<file path="src/shared/shwc_pkg.sv">
// Constants, types and layouts shared by the standby, halt and wake controller.
// Assumes an 8-bit CPU memory port and a system clock that keeps running.
//
// Contract
// - Selected stabilization wait applies after stop only with crystal or ceramic clock.
// - High-speed on-chip or external clock source gets no wait after stop.
// - Select code 00,01,10,11 gives 2^10, 2^12, 2^15, 2^17 oscillator cycles.
// - Wait select register is one byte; bits 7..2 read zero, 1..0 hold code.
// - Wait counting starts only after oscillation has started, for any release.
// - Halt instruction gates the CPU clock; the system oscillator keeps running.
// - An unmasked pending request at standby entry makes standby end at once.
// - Port output latches keep their values during halt.
// - Timers, converter, serial link, voltage detector, external interrupts run in halt.
// - Timer unit one runs in halt unless on a stopped, stoppable low-speed clock.
// - Watchdog in halt runs only on low-speed clock that cannot be stopped.
// - Unmasked request releases halt; enable set vectors, clear resumes next instruction.
// - Release waits 9 or 10 clocks before vectoring, 1 or 2 before resuming.
// - Reset releases halt and restarts from the reset vector.
// - After reset, hold for 8 low-speed plus 96 high-speed oscillator periods.
package shwc_pkg;

   // Register map and layout
   localparam logic [15:0] WAIT_SEL_ADDR  = 16'hfff4;
   localparam int          WAIT_SEL_LSB   = 0;
   localparam logic [1:0]  WAIT_SEL_RST   = 2'h3;
   localparam logic [7:0]  RDATA_IDLE     = 8'h00;

   // Select codes
   localparam logic [1:0]  WAIT_CODE_10   = 2'h0;
   localparam logic [1:0]  WAIT_CODE_12   = 2'h1;
   localparam logic [1:0]  WAIT_CODE_15   = 2'h2;
   localparam logic [1:0]  WAIT_CODE_17   = 2'h3;

   // Cycle counts
   localparam int          CLK_HZ         = 20_000_000;
   localparam int          WAIT_CYC_10    = 1024;
   localparam int          WAIT_CYC_12    = 4096;
   localparam int          WAIT_CYC_15    = 32768;
   localparam int          WAIT_CYC_17    = 131072;
   localparam int          CNT_W          = 18;
   localparam int          OPT_LS_PERIODS = 8;
   localparam int          OPT_HS_PERIODS = 96;
   localparam int          VEC_WAIT_CLK   = 9;
   localparam int          NEXT_WAIT_CLK  = 1;

   // Controller states, one-hot
   typedef enum logic [6:0] {
      ST_OPT    = 7'h01,
      ST_RUN    = 7'h02,
      ST_HALT   = 7'h04,
      ST_STOP   = 7'h08,
      ST_OSC    = 7'h10,
      ST_STAB   = 7'h20,
      ST_RESUME = 7'h40
   } shwc_state_t;

   // CPU memory access to the wait select register
   typedef struct packed {
      logic [15:0] addr;
      logic [7:0]  wdata;
      logic        we;
      logic        re;
   } shwc_mem_req_t;

   // Clock generator and option settings
   typedef struct packed {
      logic src_xtal;      // Crystal or ceramic is the system clock
      logic ls_stoppable;  // Low-speed oscillator may be stopped by software
      logic ls_stopped;    // Low-speed oscillator stopped by software
      logic tmh1_on_ls;    // Timer unit one counts low-speed clock / 2^7
      logic wdt_on_ls;     // Watchdog counts low-speed clock
   } shwc_clk_cfg_t;

   // Peripheral run enables
   typedef struct packed {
      logic tmr16;
      logic tmr8;
      logic tmh1;
      logic wdt;
      logic adc;
      logic uart;
      logic lvd;
      logic extint;
   } shwc_periph_run_t;

endpackage

</file>
<file path="src/design/shwc_sync3.sv">
// Three-stage synchroniser with agreement filter for one asynchronous level.
// Assumes the level is slow against CLK; output changes once stages 2 and 3 agree.
`timescale 1ns/10ps
`default_nettype none
module shwc_sync3 (
   // Clock and reset
   input  wire logic CLK,
   input  wire logic RST,
   // Level
   input  wire logic d,
   output var  logic q
);
   logic s1_q;
   logic s2_q;
   logic s3_q;

   // Stage 1 feeds only stage 2, so metastability stays contained
   always_ff @(posedge CLK) begin
      if (RST) begin
         s1_q <= 1'b0;
         s2_q <= 1'b0;
         s3_q <= 1'b0;
      end else begin
         s1_q <= d;
         s2_q <= s1_q;
         s3_q <= s2_q;
      end
   end

   // Accept a change only when the last two stages agree
   always_ff @(posedge CLK) begin
      if (RST) begin
         q <= 1'b0;
      end else if (s2_q == s3_q) begin
         q <= s3_q;
      end
   end
endmodule // shwc_sync3
`default_nettype wire

</file>
<file path="src/design/shwc_ctrl.sv">
// Standby controller: wait select register, halt/stop entry, wake and reset hold.
// Assumes CLK is the always-running high-speed clock and CPU strobes are one-cycle pulses.
`timescale 1ns/10ps
`default_nettype none
module shwc_ctrl #(
   parameter int N_IRQ       = 8,
   parameter int WAIT_CYC_00 = shwc_pkg::WAIT_CYC_10,
   parameter int WAIT_CYC_01 = shwc_pkg::WAIT_CYC_12,
   parameter int WAIT_CYC_10 = shwc_pkg::WAIT_CYC_15,
   parameter int WAIT_CYC_11 = shwc_pkg::WAIT_CYC_17
) (
   // Clock and reset
   input  wire logic                     CLK,
   input  wire logic                     RST,
   // CPU memory port
   input  wire shwc_pkg::shwc_mem_req_t  MEM,
   output var  logic [7:0]               RDATA,
   // CPU standby strobes and interrupt flags
   input  wire logic                     HALT_EXEC,
   input  wire logic                     STOP_EXEC,
   input  wire logic [N_IRQ-1:0]         IRQ_REQUEST_FLAG,
   input  wire logic [N_IRQ-1:0]         IRQ_MASK_FLAG,
   input  wire logic                     IRQ_GLOBAL_ENABLE,
   // Clock generator
   input  wire shwc_pkg::shwc_clk_cfg_t  CLK_CFG,
   input  wire logic                     OSC_STARTED,
   input  wire logic                     LOW_SPEED_OSC_CLK,
   // Status and control outputs
   output var  logic                     CPU_CLK_EN,
   output var  logic                     HALT_ACTIVE,
   output var  logic                     STOP_ACTIVE,
   output var  logic                     PORT_HOLD,
   output var  logic                     OPT_HOLD,
   output var  logic                     WAKE_VECTOR,
   output var  logic                     WAKE_NEXT,
   output var  logic                     RESET_VECTOR_GO,
   output var  shwc_pkg::shwc_periph_run_t PERIPH_RUN
);
   localparam int CNT_W = shwc_pkg::CNT_W;

   initial begin
      if (N_IRQ < 1 || WAIT_CYC_00 < 1 || WAIT_CYC_01 < 1 || WAIT_CYC_10 < 1
          || WAIT_CYC_11 < 1 || WAIT_CYC_11 > (1 << CNT_W)) begin
         $error("shwc_ctrl: parameter out of range");
      end
   end

   shwc_pkg::shwc_state_t st_q;
   shwc_pkg::shwc_state_t st_d;
   logic [1:0]       wait_sel_q;
   logic [CNT_W-1:0] cnt_q;
   logic             opt_phase_q;
   logic             vec_q;
   logic             osc_s;
   logic             ls_s;
   logic             ls_prev_q;
   logic             ls_armed_q;
   logic             ls_rise;
   logic             wake;
   logic [CNT_W-1:0] stab_len;
   logic [CNT_W-1:0] resume_len;
   logic             ls_off;

   shwc_sync3 u_sync_osc (
      .CLK (CLK),
      .RST (RST),
      .d   (OSC_STARTED),
      .q   (osc_s)
   );

   shwc_sync3 u_sync_ls (
      .CLK (CLK),
      .RST (RST),
      .d   (LOW_SPEED_OSC_CLK),
      .q   (ls_s)
   );

   // Wake is any request with its mask clear, looked at every cycle
   assign wake    = |(IRQ_REQUEST_FLAG & ~IRQ_MASK_FLAG);
   assign ls_rise = ls_s & ~ls_prev_q & ls_armed_q;
   assign ls_off  = CLK_CFG.ls_stoppable & CLK_CFG.ls_stopped;

   // Wait length from the select code
   always_comb begin
      unique case (wait_sel_q)
         shwc_pkg::WAIT_CODE_10: stab_len = CNT_W'(WAIT_CYC_00 - 1);
         shwc_pkg::WAIT_CODE_12: stab_len = CNT_W'(WAIT_CYC_01 - 1);
         shwc_pkg::WAIT_CODE_15: stab_len = CNT_W'(WAIT_CYC_10 - 1);
         shwc_pkg::WAIT_CODE_17: stab_len = CNT_W'(WAIT_CYC_11 - 1);
      endcase
   end

   // Post-release delay follows the global enable at release time
   assign resume_len = IRQ_GLOBAL_ENABLE ? CNT_W'(shwc_pkg::VEC_WAIT_CLK - 1)
                                         : CNT_W'(shwc_pkg::NEXT_WAIT_CLK - 1);

   // Wait select register; reset to the longest wait so stop stays safe
   always_ff @(posedge CLK) begin
      if (RST) begin
         wait_sel_q <= shwc_pkg::WAIT_SEL_RST;
      end else if (MEM.we && MEM.addr == shwc_pkg::WAIT_SEL_ADDR) begin
         wait_sel_q <= MEM.wdata[shwc_pkg::WAIT_SEL_LSB +: 2];
      end
   end

   // Read data, upper bits always zero; unmapped reads give zero
   always_ff @(posedge CLK) begin
      if (RST) begin
         RDATA <= shwc_pkg::RDATA_IDLE;
      end else if (MEM.re && MEM.addr == shwc_pkg::WAIT_SEL_ADDR) begin
         RDATA <= {6'h00, wait_sel_q};
      end else begin
         RDATA <= shwc_pkg::RDATA_IDLE;
      end
   end

   // Next state
   always_comb begin
      st_d = st_q;
      unique case (st_q)
         shwc_pkg::ST_OPT: begin
            if (opt_phase_q && cnt_q == '0) st_d = shwc_pkg::ST_RUN;
         end
         shwc_pkg::ST_RUN: begin
            // A pending wake turns entry straight into a release
            if (HALT_EXEC || STOP_EXEC) begin
               if (wake) st_d = shwc_pkg::ST_RESUME;
               else if (HALT_EXEC) st_d = shwc_pkg::ST_HALT;
               else st_d = shwc_pkg::ST_STOP;
            end
         end
         shwc_pkg::ST_HALT: begin
            if (wake) st_d = shwc_pkg::ST_RESUME;
         end
         shwc_pkg::ST_STOP: begin
            if (wake && CLK_CFG.src_xtal) st_d = shwc_pkg::ST_OSC;
            else if (wake) st_d = shwc_pkg::ST_RESUME;
         end
         shwc_pkg::ST_OSC: begin
            if (osc_s) st_d = shwc_pkg::ST_STAB;
         end
         shwc_pkg::ST_STAB: begin
            if (cnt_q == '0) st_d = shwc_pkg::ST_RESUME;
         end
         shwc_pkg::ST_RESUME: begin
            if (cnt_q == '0) st_d = shwc_pkg::ST_RUN;
         end
         default: st_d = shwc_pkg::ST_OPT;
      endcase
   end

   // State; reset from any state, halt included, restarts the option hold
   always_ff @(posedge CLK) begin
      if (RST) begin
         st_q <= shwc_pkg::ST_OPT;
      end else begin
         st_q <= st_d;
      end
   end

   // Shared down-counter for option hold, stabilization and resume delay
   always_ff @(posedge CLK) begin
      if (RST) begin
         cnt_q       <= CNT_W'(shwc_pkg::OPT_LS_PERIODS);
         opt_phase_q <= 1'b0;
         vec_q       <= 1'b0;
         ls_prev_q   <= 1'b0;
         ls_armed_q  <= 1'b0;
      end else begin
         ls_prev_q <= ls_s;
         // Count rises only after a real low, so a pin high at reset is no edge
         ls_armed_q <= ls_armed_q | (ls_prev_q & ~ls_s);
         if (st_q == shwc_pkg::ST_OPT && !opt_phase_q) begin
            if (ls_rise && cnt_q == CNT_W'(1)) begin
               opt_phase_q <= 1'b1;
               cnt_q       <= CNT_W'(shwc_pkg::OPT_HS_PERIODS - 1);
            end else if (ls_rise) begin
               cnt_q <= cnt_q - CNT_W'(1);
            end
         end else if (st_d == shwc_pkg::ST_RESUME && st_q != shwc_pkg::ST_RESUME) begin
            cnt_q <= resume_len;
            vec_q <= IRQ_GLOBAL_ENABLE;
         end else if (st_d == shwc_pkg::ST_STAB && st_q == shwc_pkg::ST_OSC) begin
            cnt_q <= stab_len;
         end else if (cnt_q != '0) begin
            cnt_q <= cnt_q - CNT_W'(1);
         end
      end
   end

   // Status outputs and one-cycle wake pulses
   always_ff @(posedge CLK) begin
      if (RST) begin
         CPU_CLK_EN      <= 1'b0;
         HALT_ACTIVE     <= 1'b0;
         STOP_ACTIVE     <= 1'b0;
         PORT_HOLD       <= 1'b0;
         OPT_HOLD        <= 1'b1;
         WAKE_VECTOR     <= 1'b0;
         WAKE_NEXT       <= 1'b0;
         RESET_VECTOR_GO <= 1'b0;
      end else begin
         CPU_CLK_EN      <= (st_d == shwc_pkg::ST_RUN);
         HALT_ACTIVE     <= (st_d == shwc_pkg::ST_HALT);
         STOP_ACTIVE     <= (st_d == shwc_pkg::ST_STOP) || (st_d == shwc_pkg::ST_OSC)
                            || (st_d == shwc_pkg::ST_STAB);
         PORT_HOLD       <= (st_d != shwc_pkg::ST_RUN) && (st_d != shwc_pkg::ST_OPT);
         OPT_HOLD        <= (st_d == shwc_pkg::ST_OPT);
         WAKE_VECTOR     <= (st_q == shwc_pkg::ST_RESUME) && cnt_q == '0 && vec_q;
         WAKE_NEXT       <= (st_q == shwc_pkg::ST_RESUME) && cnt_q == '0 && !vec_q;
         RESET_VECTOR_GO <= (st_q == shwc_pkg::ST_OPT) && (st_d == shwc_pkg::ST_RUN);
      end
   end

   // Peripheral run enables by mode; reset and option hold stop everything
   always_ff @(posedge CLK) begin
      if (RST) begin
         PERIPH_RUN <= '0;
      end else if (st_d == shwc_pkg::ST_RUN || st_d == shwc_pkg::ST_HALT
                   || st_d == shwc_pkg::ST_RESUME) begin
         PERIPH_RUN.tmr16  <= 1'b1;
         PERIPH_RUN.tmr8   <= 1'b1;
         PERIPH_RUN.adc    <= 1'b1;
         PERIPH_RUN.uart   <= 1'b1;
         PERIPH_RUN.lvd    <= 1'b1;
         PERIPH_RUN.extint <= 1'b1;
         PERIPH_RUN.tmh1   <= !(CLK_CFG.tmh1_on_ls && ls_off);
         // Watchdog on the peripheral clock counts only in run and during the release delay
         PERIPH_RUN.wdt    <= (st_d == shwc_pkg::ST_HALT)
                              ? (CLK_CFG.wdt_on_ls && !CLK_CFG.ls_stoppable)
                              : !(CLK_CFG.wdt_on_ls && ls_off);
      end else if (st_d == shwc_pkg::ST_OPT) begin
         PERIPH_RUN <= '0;
      end else begin
         PERIPH_RUN        <= '0;
         PERIPH_RUN.lvd    <= 1'b1;
         PERIPH_RUN.extint <= 1'b1;
         PERIPH_RUN.tmh1   <= CLK_CFG.tmh1_on_ls && !ls_off;
         PERIPH_RUN.wdt    <= CLK_CFG.wdt_on_ls && !CLK_CFG.ls_stoppable;
      end
   end
endmodule // shwc_ctrl
`default_nettype wire

</file>
<file path="config.mk">
export PLATFORM = sky130hd
export DESIGN_NAME = shwc_ctrl
export DESIGN_NICKNAME = d
export VERILOG_FILES = /design/src/shared/shwc_pkg.sv /design/src/design/shwc_sync3.sv /design/src/design/shwc_ctrl.sv
export SDC_FILE = /design/constraint.sdc
export NUM_CORES = 1
export LEC_CHECK = 0
export BUFFER_PORTS_ARGS = -buffer_cell sky130_fd_sc_hd__buf_4
export CAP_MARGIN = 15
export CELL_PAD_IN_SITES_DETAIL_PLACEMENT = 0
export CELL_PAD_IN_SITES_GLOBAL_PLACEMENT = 1
export CORE_MARGIN = 2
export CORE_UTILIZATION = 25
export CTS_CLUSTER_DIAMETER = 60
export CTS_CLUSTER_SIZE = 10
export DETAILED_ROUTE_END_ITERATION = 6
export GPL_TIMING_DRIVEN = 0
export PLACE_DENSITY = 0.53
export SETUP_SLACK_MARGIN = 0.3
export SYNTH_ARGS = -nofsm -noshare
export SYNTH_HDL_FRONTEND = slang
export SYNTH_SLANG_ARGS = --single-unit
</file>
<file path="constraint.sdc">
create_clock -name CLK -period 2.8 [get_ports CLK]
set_input_delay 0.7 -clock CLK [delete_from_list [all_inputs] [get_ports CLK]]
set_output_delay 0.7 -clock CLK [all_outputs]
set_load 0.05 [all_outputs]
</file>
* After elaboration in Yosys (flattened, before gate mapping)
Index checks and enable logic that the tools add are counted.
** Storage, ports and cells
- Flip-flop bits (word level) :: 63
- Bits in latches :: 0
- Memory bits (writable) :: 0
- ROM bits :: 0
- Input bits :: 54
- Output and inout port bits :: 24
- Word-level logic and storage cells :: 128
- Memories :: 0
** Cells by class
- Add/subtract/negate cells :: 1
- Multiply operators :: 0
- Div/mod/pow operators :: 0
- Magnitude comparators :: 0
- Equality and inequality tests :: 25
- Shifts and indexed selects :: 0
- Mux-type cells :: 21
- Bitwise operators :: 11
- Reduce and logical (&&, ||, !) cells :: 37
** Operators by type and width (number)
- 2-to-1 mux 18 bit :: 6
- case mux 18 bit (4 select lines) :: 1
- 2-to-1 mux 7 bit :: 8
- case mux 7 bit (7 select lines) :: 1
- equality test 18 x 1 -> 1 bit (second input constant) :: 1
- logical NOT 18 bit :: 1
- nonzero test 18 bit :: 1
- subtractor 18 x 1 -> 18 bit (second input constant) :: 1
- logical AND 1 bit :: 17
- equality test 16 bit (second input constant) :: 1
- equality test 7 x 1 -> 1 bit (second input constant) :: 2
- equality test 7 x 2 -> 1 bit (second input constant) :: 2
- equality test 7 x 3 -> 1 bit (second input constant) :: 2
- equality test 7 x 4 -> 1 bit (second input constant) :: 2
- equality test 7 x 5 -> 1 bit (second input constant) :: 2
- equality test 7 x 6 -> 1 bit (second input constant) :: 2
- equality test 7 bit (second input constant) :: 2
- AND 8 bit :: 1
- 2-to-1 mux 4 bit :: 2
- 2-to-1 mux 8 bit :: 1
- NOT 8 bit :: 1
- OR reduction 8 bit :: 1
- inequality test 7 x 1 -> 1 bit (second input constant) :: 1
- inequality test 7 x 2 -> 1 bit (second input constant) :: 1
- 16 further kinds :: 35

* Logic depth before layout (Yosys ltp)
Gate-level depths: netlist of run 1.
- Depth after elaboration :: 11
- Mapped depth :: 9
- Gate-level depth less buffers :: 8

* By module
Synthesis of run 1 repeated with hierarchy kept, for this count alone.
** Second synthesis, totals
- Cells, all modules :: 357
- Area, all modules :: 2981.6 µm²
** By module, submodules not included
- shwc_ctrl :: instances 1, cells each 337, area an instance 2756.4 µm², seq. area each 900.9 µm²
- shwc_sync3 :: instances 2, cells each 10, area an instance 112.6 µm², seq. area each 80.1 µm²

* Least setup slack after synthesis of run 1
No wires, ideal clock.
- Path kind :: input -> register
- From :: input IRQ_REQUEST_FLAG[2]
- To :: register cnt_q[9]
- Library setup time :: 0.086 ns
- Data arrival time :: 2.266 ns
- Data required time :: 2.714 ns
- Setup slack :: 0.447 ns
- Stages on the path :: 6
- Path buffers :: 0
- Cell sequence :: nor2b_1 -> a2111oi_2 -> a22oi_1 -> nor3_1 -> o21ai_1 -> a221oi_2
** On the way
- Longest elaborated chain between the ends :: 10
- Elaborated cells on any way between the ends :: 17
- Classes of those cells :: eq/ne: 2; mux: 8; bitwise: 1; reduce/logical: 6
** RTL lines
- from (decl) :: RTL line shwc_ctrl.sv:21 : input wire logic [N_IRQ-1:0] IRQ_REQUEST_FLAG,
- AND 8 bit (*) :: RTL line shwc_ctrl.sv:79 : assign wake = |(IRQ_REQUEST_FLAG & ~IRQ_MASK_FLAG);
- OR reduction 8 bit (*) :: RTL line shwc_ctrl.sv:79
- 2-to-1 mux 7 bit, or another cell as far along :: RTL line shwc_ctrl.sv:133, shwc_ctrl.sv:137
- 2-to-1 mux 7 bit, on equally long branches :: RTL line shwc_ctrl.sv:136, shwc_ctrl.sv:126
- case mux 7 bit (7 select lines) (*) :: RTL line shwc_ctrl.sv:120 : unique case (st_q)
- equality test 7 x 6 -> 1 bit :: RTL line shwc_ctrl.sv:183 : end else if (st_d == shwc_pkg::ST_STAB && st_q == shwc_pkg::ST_OSC) begin
- logical AND 1 bit :: RTL line shwc_ctrl.sv:183
- 2-to-1 mux 18 bit :: RTL line shwc_ctrl.sv:183
- 2-to-1 mux 18 bit :: RTL line shwc_ctrl.sv:180 : end else if (st_d == shwc_pkg::ST_RESUME && st_q != shwc_pkg::ST_RESUME) begin
- 2-to-1 mux 18 bit :: RTL line shwc_ctrl.sv:173 : if (st_q == shwc_pkg::ST_OPT && !opt_phase_q) begin
- to (signal assigned) :: RTL line shwc_ctrl.sv:176 : cnt_q <= CNT_W'(shwc_pkg::OPT_HS_PERIODS - 1);
- to (signal assigned) :: RTL line shwc_ctrl.sv:181 : cnt_q <= resume_len;
- to (signal assigned) :: RTL line shwc_ctrl.sv:184 : cnt_q <= stab_len;
- to (decl) :: RTL line shwc_ctrl.sv:51 : logic [CNT_W-1:0] cnt_q;
Every way passes the cells marked *; elsewhere a longest branch is shown, timed or not.
A chain may end at the register's enable or synchronous reset.

* Worst setup path in the final report of run 1
- From :: register st_q[4]
- To :: register cnt_q[17]
** On the way
- Longest elaborated chain between the ends :: 8
- Elaborated cells on any way between the ends :: 27
- Classes of those cells :: eq/ne: 11; mux: 11; reduce/logical: 5
** RTL lines
- from (decl) :: RTL line shwc_ctrl.sv:48 : shwc_pkg::shwc_state_t st_q;
- from (signal assigned) :: RTL line shwc_ctrl.sv:155 : st_q <= shwc_pkg::ST_OPT;
- from (signal assigned) :: RTL line shwc_ctrl.sv:157 : st_q <= st_d;
- 2-to-1 mux 7 bit :: RTL line shwc_ctrl.sv:133, shwc_ctrl.sv:137
- 2-to-1 mux 7 bit :: RTL line shwc_ctrl.sv:136 : if (wake && CLK_CFG.src_xtal) st_d = shwc_pkg::ST_OSC;
- case mux 7 bit (7 select lines) :: RTL line shwc_ctrl.sv:120
- equality test 7 x 6 -> 1 bit :: RTL line shwc_ctrl.sv:183
- logical AND 1 bit :: RTL line shwc_ctrl.sv:183
- 2-to-1 mux 18 bit :: RTL line shwc_ctrl.sv:183
- 2-to-1 mux 18 bit :: RTL line shwc_ctrl.sv:180
- 2-to-1 mux 18 bit :: RTL line shwc_ctrl.sv:173
Several ways; a longest one is shown, not always the timed one.

==> reports/metrics.yaml, run 1 <==
status: "complete, no violations"
n_fill_cell: 1233
worstSkewPairLatency_ns: 0.29
fmax_mhz: 426
drt_first_pass_iters: 4
slew_viol_final: 0
io_buffer_count: 65
critPathLaunchType: "flip-flop"
grt_overflow: 0
clockBufferDepth: 2
ys_top_cells_by_count: "53 x dfxtp_1, 29 x nor2_1, 26 x nand2_1"
peakVddDrop_mv: 0.268
rsz0062_at_grt: "no"
cts_tree: "yes"
grt_usage_pct: 14.2
ys_seq_elements: 53
num-nets-final: 471
synthCells: 337
setup_tns_ns: 0
fp.dieH_um: 111
p_int_w: 0.00126
drc_errors: 0
synth_top_family_by_area: "simple AND/OR/NAND/NOR gates"
rows: 39
post-route-min-period_ns: 2.35
cts-root-buf: "clkbuf_16"
grt_max_degree: 17
htreeDepth: 2
viasPerCell: 5.06
ios: 78
switching_share_pct: 23.4
die_w_um: 111
cts_sinks: 53
synth_compound_area_share_pct: 24.2
dp_hpwl_um: 6680
clk_pin_slew_ns: 0.07
synth-xor-area-share_pct: 0.304
yosysSeqAreaShare_pct: 36.8
drive_above_1_share_pct: 28.4
drt_iter0_drc: 141
leakage_nw: 1.59
dp_cells: 550
arrival_ns: 2.57
fin_crit_sh_pct: 83.9
antenna_found_initial: 0
synth-simple-area-share_pct: 29.9
dieArea_um2: 12400
synth_fa_ha_area_share_pct: 0.868
power_w: 0.00164
netlist_area_um2: 2880
vias: 2827
cts_buffers: 5
p_sw_w: 0.000384
routedWlPerCell_um: 16.1
critPathMaxFanout: 10
yosysMostFrequentCell: "dfxtp_1"
end_kind: "flip-flop"
synth_top_cell_area_share_pct: 36.8
criticalPathCategory: "reg2reg"
cp.required_ns: 3.02
grt_pass1_wl_um: 14300
synth_async_sr_flop_share_pct: 0
p_clk_share_pct: 44.0
post_synth_num_cell_types: 70
synth_edf_count: 0
min_path_type: "reg2reg"
fin_cells: 559
setup_viol: 0
synthFlopType: "dfxtp_1"
synth_area_per_cell_um2: 8.56
postRouteAntennaNets: 0
maxCapViolations: 0
final_hold_viol_count: 0
combPwrFrac_pct: 9.4
power.density_nw_per_um2: 427
initial_utilization_pct: 25.5
syn2layout_area_growth_pct: 33.4
synth_top_cells_by_area: "dfxtp_1 37%, nor2_1 3.8%, nand2_1 3.4%, nor2b_1 3.0%, buf_4 2.9%"
n_antenna_cell: 0
yosysWarnings: 0
seq_power_share_pct: 46.7
tightestPinTransition_ns: 0.760
core_area_um2: 11300
synth_area_leader_cell: "dfxtp_1"
wirelength_um: 9020
gp_congestion: 0.786
grt_pass1_vias: 2728
relSlewSlack_pct: 49.3
skew_ns: 0.00686
muxShareOfSynthArea_pct: 1.04
per-layer routing:
layer / vias up / part of all wire, % / GRT usage [%]
li1: 1401 / - / -
met1: 1353 / 46 / 19.4
met2: 64 / 48 / 23.3
met3: 9 / 4.4 / 2.50
met4: 0 / 1.3 / 3.95
met5: - / 0 / 0
sequential cells by signal (all words and copies together) (netlist names), 2 cells and up:
| register | count |
|---|---|
| RDATA | 2 |
| cnt_q | 18 |
| st_q | 7 |
| PERIPH_RUN | 4 |
| wait_sel_q | 2 |
path summary, 6_finish.rpt:
path	cells past startpoint	endpoint	slack, ns	startpoint
worst max-delay path	8	cnt_q[17]	0.45	st_q[4]
worst min-delay path	1	u_sync_ls.s2_q	0.45	u_sync_ls.s1_q
worst max register to register	8	cnt_q[17]	0.45	st_q[4]
worst min register to register	1	u_sync_ls.s2_q	0.45	u_sync_ls.s1_q
per-stage QoR:
stage | worst slack, ns | instance area (µm²) | hold slack (ns) | utilization (%)
3_5_place_dp | -0.120 | 3570 | 0.429 | 31.5
6_report | 0.451 | 3850 | 0.450 | 34.0
4_1_cts | 0.301 | 3750 | 0.454 | 33.2
2_1_floorplan | 0.447 | 2900 | 0.413 | -
5_1_grt | 0.321 | 3850 | 0.459 | 34.0
3_3_place_gp | -0.103 | 3570 | 0.428 | 31.5
cell families after synthesis:
| group | Yosys count |
|---|---|
| flops | 53 |
| mux | 3 |
| xor+xnor | 1 |
| simple gates | 148 |
| fa+ha+maj | 2 |
| compound gates | 92 |
| other cells | 1 |
| buf+inv | 37 |
area by class of cell:
| cell class | instances | area, µm² | area share [%] |
|---|---|---|---|
| inverters | 15 | 56.3 | 1.46 |
| repair buffers | 66 | 495 | 12.9 |
| well taps | 143 | 179 | 4.65 |
| flip-flops and latches | 53 | 1060 | 27.6 |
| multi-input cells | 252 | 1750 | 45.4 |
| plain buffers | 22 | 140 | 3.64 |
| clock buffers | 6 | 129 | 3.35 |
| clock inverters | 2 | 38.8 | 1.01 |
critical path, stage by stage, from the launching register on:
cell	delay, ns
dfxtp_1	0.56
or3b_1	0.42
buf_6	0.15
nor2_4	0.11
o21ai_4	0.09
a41oi_4	0.38
buf_6	0.21
nand4_1	0.11
a211oi_2	0.22
repair_timing:
| action | 4_1_cts | 5_1_grt |
|---|---|---|
| hold buffers | 0 | 0 |
| buffers inserted | 0 | 1 |
| endpoints found under the setup margin | 5 | 21 |
| resized for setup | 3 | 13 |
| cloned | 0 | 0 |
| pin swaps | 0 | 2 |
cells in the final DEF, fill, tap and decap left out, drive strengths merged, types with 2 or more instances in the layout:
master,instances
o211ai,2
or3b,2
nand2,26
nor4,9
or4,6
and2,4
nor4b,4
mux2i,3
a32o,2
buf,81
nand3,9
nor3,16
dfxtp,53
a31oi,7
a21oi,16
o21ai,21
a41oi,2
o31ai,4
conb,6
a22o,6
o41ai,2
and3,3
nor2,32
nand4,7
inv,15
nor2b,14
o211a,2
nand2b,6
a211oi,5
a21o,3
nor3b,2
clkbuf,13
o22ai,5
ha,2
o32ai,6
a2111oi,2
power groups by stage:
| stage | Sequential, W | Combinational, W | Clock (W) |
|---|---|---|---|
| final | 0.000767 | 0.000154 | 0.000722 |
| after global placement | 0.000785 | 0.000147 | 0 |
| after detailed placement | 0.000785 | 0.000147 | 0 |
| after CTS | 0.000767 | 0.000148 | 0.000739 |
| after floorplan | 0.000783 | 0.0000762 | 0 |
| after global routing | 0.000768 | 0.000167 | 0.000773 |
(Power assumes the default switching activity.)
==> run 2: changes to the inputs <==
Settings changed: ABC_AREA set to 1, PLACE_DENSITY 0.53 to 0.56.
Clock period 2.8 ns to 1.9 ns, I/O delays scaled along.
==> run 2 against run 1 <==
Against the previous run:
- the flow now finishes with violations (setup timing)
- utilization up 3.8 points
- cell count up 39%
- routed wire length up 9.9%
- hold slack worse by 0.088 ns
- combinational power up 11%
- clock skew up 0.0015 ns
- sequential share of layout area down 5.6 points
- global-route usage up 0.45 points
- non-clock buffer count up 33
- die area up 14%
- critical path type unchanged
==> reports/metrics.yaml, run 2 <==
end_kind: "flip-flop"
rows: 42  # +7.7%
top_regs: "cnt_q (18), st_q (7), PERIPH_RUN (4)"
setup_viol: 2  # +2
dieArea_um2: 14200  # +14%
htreeDepth: 2  # unchanged
synth_area_leader_cell: "dfxtp_1"
final_hold_viol_count: 0  # unchanged
final-seq-area_um2: 1090  # +2.6%
n_antenna_cell: 0  # unchanged
skew_ns: 0.00839  # +0.00152 ns
cts-root-buf: "clkbuf_16"
whs_ns: 0.361  # -0.0884 ns
synthCells: 488  # +45%
initial_utilization_pct: 25.3  # -0.14 points
tightestPinTransition_ns: 0.622  # -0.138 ns
drc_errors: 0  # unchanged
synth_top_cell_area_share_pct: 32.0  # -4.8 points
peakVddDrop_mv: 0.383  # +43%
seq_power_share_pct: 48.3  # +1.6 points
layout_commonest_cell: "buf_4"
finish.utilization_pct: 37.8  # +3.8 points
postRouteAntennaNets: 0  # unchanged
setup_tns_ns: -0.0233  # -0.0233 ns
synth_edf_count: 0  # unchanged
maxCapViolations: 0  # unchanged
cts_tree: "yes"
dp_hpwl_um: 7030  # +5.2%
synthFlopType: "dfxtp_1"
vias: 3312  # +17%
p_sw_w: 0.000598  # +56%
combPwrFrac_pct: 7.4  # -2.0 points
routedWlPerCell_um: 12.7  # -21%
rsz0062_at_grt: "yes"
postCtsHoldBufs: 0  # unchanged
synth_top_cells_by_area: "dfxtp_1 32%, nand2_1 12%, nor2_1 7.7%, inv_1 7.2%, nor2_2 4.9%"
clockBufferDepth: 2  # unchanged
grt_max_degree: 20  # +3
wirelength_um: 9920  # +9.9%
fmax_mhz: 523  # +23%
clk_pin_slew_ns: 0.08  # about the same
core_area_um2: 13100  # +16%
die_w_um: 119  # +7.0%
post_synth_num_cell_types: 40  # -43%
grt_overflow: 0  # unchanged
p_clk_share_pct: 44.2  # +0.2 points
switching_share_pct: 26.0  # +2.6 points
gp_congestion: 0.834  # +6.1%
grt_usage_pct: 14.7  # +0.45 points
criticalPathCategory: "reg2reg"
worstSkewPairLatency_ns: 0.31  # +0.02 ns
fp.dieH_um: 119  # +7.0%
p_int_w: 0.00170  # +35%
arrival_ns: 2.09  # -0.48 ns
cp.required_ns: 2.08  # -0.94 ns
critPathLaunchType: "flip-flop"
ios: 78  # unchanged
yosysWarnings: 0  # unchanged
relSlewSlack_pct: 58.5  # +9.2 points
min_path_type: "in2reg"
violations: "setup timing"
drt_iter0_drc: 113  # -20%
drive_above_1_share_pct: 46.3  # +18 points
power.density_nw_per_um2: 465  # +8.9%
leakage_nw: 2.29  # +44%
synth_async_sr_flop_share_pct: 0  # unchanged
slew_viol_final: 0  # unchanged
cts_buffers: 5  # unchanged
grt_pass1_wl_um: 16400  # +15%
power_w: 0.00230  # +40%
fin_cells: 779  # +39%
syn2layout_area_growth_pct: 49.3
synth_area_per_cell_um2: 6.79  # -21%
final_cell_mix: "105 x buf_4, 85 x nand2_1, 56 x inv_1, 55 x nor2_1, 37 x dfxtp_1"
n_fill_cell: 1394  # +13%
dp_cells: 734  # +33%
post-route-min-period_ns: 1.91  # -0.437 ns
yosysMostFrequentCell: "nand2_1"
netlist_area_um2: 3320  # +15%
cts_sinks: 53  # unchanged
yosysSeqAreaShare_pct: 32.0  # -4.8 points
num-nets-final: 658  # +40%
multi_input_area_um2: 2210  # +26%
viasPerCell: 4.25  # -16%
critPathMaxFanout: 7  # -3
largest_reg_flops: 18  # unchanged
ys_seq_elements: 53  # unchanged
ys_top_cells_by_count: "105 x nand2_1, 68 x nor2_1, 64 x inv_1"
top_register: "cnt_q"
drt_first_pass_iters: 4  # unchanged
status: "complete, but fails checks"
timing.final.ws_setup_ns: -0.0123  # -0.463 ns
fin_crit_sh_pct: 101  # +17 points
grt_pass1_vias: 3313  # +21%
antenna_found_initial: 0  # unchanged
io_buffer_count: 65  # unchanged
## run 2: what timing repair did
| item | CTS | global route |
|---|---|---|
| gates cloned | 2 | 0 |
| pin swaps | 18 | 24 |
| resized for setup | 58 | 58 |
| buffers inserted | 26 | 9 |
| endpoints found under the setup margin | 34 | 33 |
## run 2: logic make-up after synthesis
kind of cell / after synthesis / synth area share, %
fa+ha+maj: 2 / 0.755
xor+xnor: 14 / 3.70
compound gates: 34 / 5.62
flops: 53 / 32.0
simple gates: 293 / 44.6
buf+inv: 91 / 13.2
other cells: 1 / 0.113
## run 2: layout make-up
type,instances,area share [%]
multi-input cells,350,44.6
flip-flops and latches,53,22.0
repair buffers,101,16.4
inverters,71,5.64
well taps,176,4.45
plain buffers,20,3.82
clock buffers,5,2.53
clock inverters,3,0.581
## run 2: worst max-delay path: stages (launching register included)
cell and delay [ns]:
dfxtp_2 0.33, inv_2 0.07, ha_4 0.15, nand2_4 0.06, nor2_8 0.13, nand3_4 0.09
buf_4 0.17, nor2_1 0.18, nand3_4 0.13, nand2_8 0.17, buf_12 0.15, nand2_2 0.05
nand2_1 0.05, nor2_1 0.03
## run 2: worst paths after layout
| kind | from | to | cells after the start | slack [ns] |
|---|---|---|---|---|
| setup / recovery | cnt_q[1] | cnt_q[8] | 13 | -0.01 |
| hold / removal | OSC_STARTED | u_sync_osc.s1_q | 3 | 0.36 |
| setup reg to reg | cnt_q[1] | cnt_q[8] | 13 | -0.01 |
| hold reg to reg | u_sync_osc.s1_q | u_sync_osc.s2_q | 2 | 0.41 |
## run 2: metal layers
| metal | up-vias | routed length [µm] | part of all wire [%] | track usage, % |
|---|---|---|---|---|
| li1 | 1734 | - | - | - |
| met1 | 1532 | 4730 | 48 | 19.6 |
| met2 | 40 | 4830 | 49 | 23.9 |
| met3 | 6 | 251 | 2.5 | 2.73 |
| met4 | 0 | 110 | 1.1 | 4.54 |
| met5 | - | 0 | 0 | 0 |
## run 2: stage by stage
step	cell area [µm²]	worst slack, ns
floorplan	3410	0.0815
global placement	4120	-0.382
detailed placement	4120	-0.337
CTS	4680	-0.0154
global route	4950	-0.139
finish	4950	-0.0123
## run 2: power by group through the flow
stage	sequential [W]	combinational, W	clock, W
finish	0.00111	0.000171	0.00102
global route	0.00111	0.000188	0.00109
detailed placement	0.00114	0.000170	0
floorplan	0.00114	0.0000782	0
global placement	0.00114	0.000169	0
CTS	0.00112	0.000171	0.00106
==> run 3: changes to the inputs <==
Settings changed: GPL_TIMING_DRIVEN 0 to unset, SKIP_LAST_GASP set to 1, TNS_END_PERCENT set to 5.
==> run 3 against run 2 <==
Against the previous run:
- the run now ends clean
- first-iteration DRC count is 4.4% higher
- register-to-register slack better by 0.04 ns
- global-route usage is 1.1 points lower
- cell area is 3.8% lower
- sequential cell count stayed put
- total power is 1.1% lower
- largest power group unchanged
==> reports/metrics.yaml, run 3 (synthesis results as in run 2) <==
status: "complete, no violations"
criticalPathCategory: "reg2reg"
largest_reg_flops: 18  # unchanged
io_buffer_count: 65  # unchanged
fp.dieH_um: 119  # unchanged
critPathMaxFanout: 6  # -1
timing.rr.start: "cnt_q[1]"
setup_tns_ns: 0  # +0.0233 ns
multi_input_area_um2: 1960  # -11%
vias: 3339  # +0.82%
grt_overflow: 0  # unchanged
switching_share_pct: 25.1  # -0.84 points
top_register: "cnt_q"
fin_crit_sh_pct: 98.4  # -2.3 points
rrSetupSlack_ns: 0.03  # +0.04 ns
ios: 78  # unchanged
viasPerCell: 4.16  # -2.1%
drc_errors: 0  # unchanged
wirelength_um: 9120  # -8.1%
gp_congestion: 0.795  # -4.6%
num-nets-final: 681  # +3.5%
p_int_w: 0.00170  # about the same
cts-root-buf: "clkbuf_16"
layout_commonest_cell: "buf_4"
n_antenna_cell: 0  # unchanged
rsz0062_at_grt: "yes"
final_cell_mix: "139 x buf_4, 102 x nand2_1, 61 x inv_1, 60 x nor2_1, 47 x dfxtp_1"
peakVddDrop_mv: 0.352  # -8.0%
setup_viol: 0  # -2
worstSkewPairLatency_ns: 0.30  # about the same
dp_hpwl_um: 6670  # -5.2%
p_clk_share_pct: 43.8  # -0.4 points
cts_buffers: 5  # unchanged
clk_pin_slew_ns: 0.08  # about the same
critPathLaunchType: "flip-flop"
top_regs: "cnt_q (18), st_q (7), PERIPH_RUN (4)"
dp_worst_setup_slack_ns: -0.238  # +0.0990 ns
min_path_type: "in2reg"
leakage_nw: 2.31  # +1.3%
postCtsHoldBufs: 0  # unchanged
initial_utilization_pct: 25.3  # unchanged
core_area_um2: 13100  # unchanged
maxCapViolations: 0  # unchanged
final-seq-area_um2: 1070  # -1.8%
grt_pass1_vias: 3173  # -4.2%
clockBufferDepth: 2  # unchanged
timing.final.ws_setup_ns: 0.0310  # +0.0433 ns
syn2layout_area_growth_pct: 43.7
fmax_mhz: 535  # +2.3%
rows: 42  # unchanged
n_fill_cell: 1431  # +2.7%
power.density_nw_per_um2: 478  # +2.7%
worstSetupEndpoint: "cnt_q[10]"
post-route-min-period_ns: 1.87  # -0.0433 ns
dieArea_um2: 14200  # unchanged
crit_start: "cnt_q[1]"
cts_sinks: 53  # unchanged
postRouteAntennaNets: 0  # unchanged
routedWlPerCell_um: 11.4  # -11%
end_kind: "flip-flop"
r2r_cells: 15  # +2
grt_max_degree: 20  # unchanged
cp.required_ns: 2.11  # +0.03 ns
grt_usage_pct: 13.6  # -1.1 points
final_hold_viol_count: 0  # unchanged
htreeDepth: 2  # unchanged
grt_pass1_wl_um: 15500  # -5.3%
skew_ns: 0.00488  # -0.00351 ns
slew_viol_final: 0  # unchanged
arrival_ns: 2.07  # -0.02 ns
drt_first_pass_iters: 4  # unchanged
antenna_found_initial: 0  # unchanged
cts_tree: "yes"
r2r-end: "cnt_q[10]"
drive_above_1_share_pct: 39.8  # -6.5 points
drt_iter0_drc: 118  # +4.4%
seq_power_share_pct: 49.1  # +0.8 points
p_sw_w: 0.000572  # -4.3%
combPwrFrac_pct: 7.1  # -0.3 points
die_w_um: 119  # unchanged
## run 3: cell types whose count changed in the layout (fill, tap and decap cells not counted), sizes merged
cell,before,now
inv,73,72
clkinv,1,2
buf,121,143
nand2,130,131
## run 3: repair_timing
item,in CTS,in global routing
resized for setup,20,15
buffers inserted,7,5
endpoints found under the hold margin,0,0
endpoints found under the setup margin,31,35
pin swaps,11,17
gates cloned,2,0
## run 3: worst min-delay path by stage
stage                                 start              end  slack (ns)  cells after the start
after global placement      u_sync_osc.s1_q  u_sync_osc.s2_q        0.39                      2
final                     LOW_SPEED_OSC_CLK   u_sync_ls.s1_q        0.36                      3
after floorplan              u_sync_ls.s1_q   u_sync_ls.s2_q        0.39                      2
after CTS                 LOW_SPEED_OSC_CLK   u_sync_ls.s1_q        0.36                      3
after global routing      LOW_SPEED_OSC_CLK   u_sync_ls.s1_q        0.37                      3
after detailed placement     u_sync_ls.s1_q   u_sync_ls.s2_q        0.40                      2
## run 3: per-layer routing
| layer | GRT usage (%) | vias to the layer above | part of all wire (%) |
|---|---|---|---|
| met5 | 0 | - | 0 |
| met4 | 3.57 | 0 | 1.2 |
| met3 | 2.16 | 7 | 2.9 |
| met2 | 21.7 | 42 | 46 |
| met1 | 19.0 | 1501 | 50 |
| li1 | - | 1789 | - |
## run 3: critical path, stage by stage (launching register included)
cell and delay (ns):
dfxtp_2 0.33, inv_2 0.08, ha_4 0.15, nand2_4 0.06, nor2_8 0.12, nand3_4 0.11, nand2_2 0.07, inv_2 0.03
nor2_2 0.08, nand2_2 0.09, nand2_4 0.10, nand3_4 0.16, nand2_4 0.20, nand2_1 0.07, nand2_1 0.07, nor2_2 0.04
## run 3: area by class of cell
| type | count | area share [%] |
|---|---|---|
| Clock buffer | 5 | 2.63 |
| Timing Repair Buffer | 143 | 22.9 |
| Multi-Input combinational cell | 351 | 41.1 |
| Inverter | 71 | 5.75 |
| Tap cell | 176 | 4.62 |
| Sequential cell | 53 | 22.4 |
| Clock inverter | 3 | 0.604 |
## run 3: through the flow
| stage | utilization (%) | instances | hold WS [ns] | cell area [µm²] | total power [W] |
|---|---|---|---|---|---|
| detailed placement | 33.5 | 780 | 0.395 | 4390 | 0.00131 |
| finish | 36.4 | 802 | 0.363 | 4760 | 0.00228 |
| global placement | 33.5 | 780 | 0.392 | 4390 | 0.00130 |
| global route | 36.4 | 802 | 0.366 | 4760 | 0.00236 |
| CTS | 35.7 | 797 | 0.360 | 4670 | 0.00232 |
| floorplan | - | 493 | 0.388 | 3350 | 0.00122 |
## run 3: power groups by stage
stage                     Combinational [W]  Sequential, W  Clock, W
after floorplan                   0.0000769        0.00114         0
after global placement             0.000161        0.00114         0
after detailed placement           0.000163        0.00114         0
after CTS                          0.000165        0.00112   0.00103
after global routing               0.000179        0.00112   0.00107
final                              0.000162        0.00112  0.000997
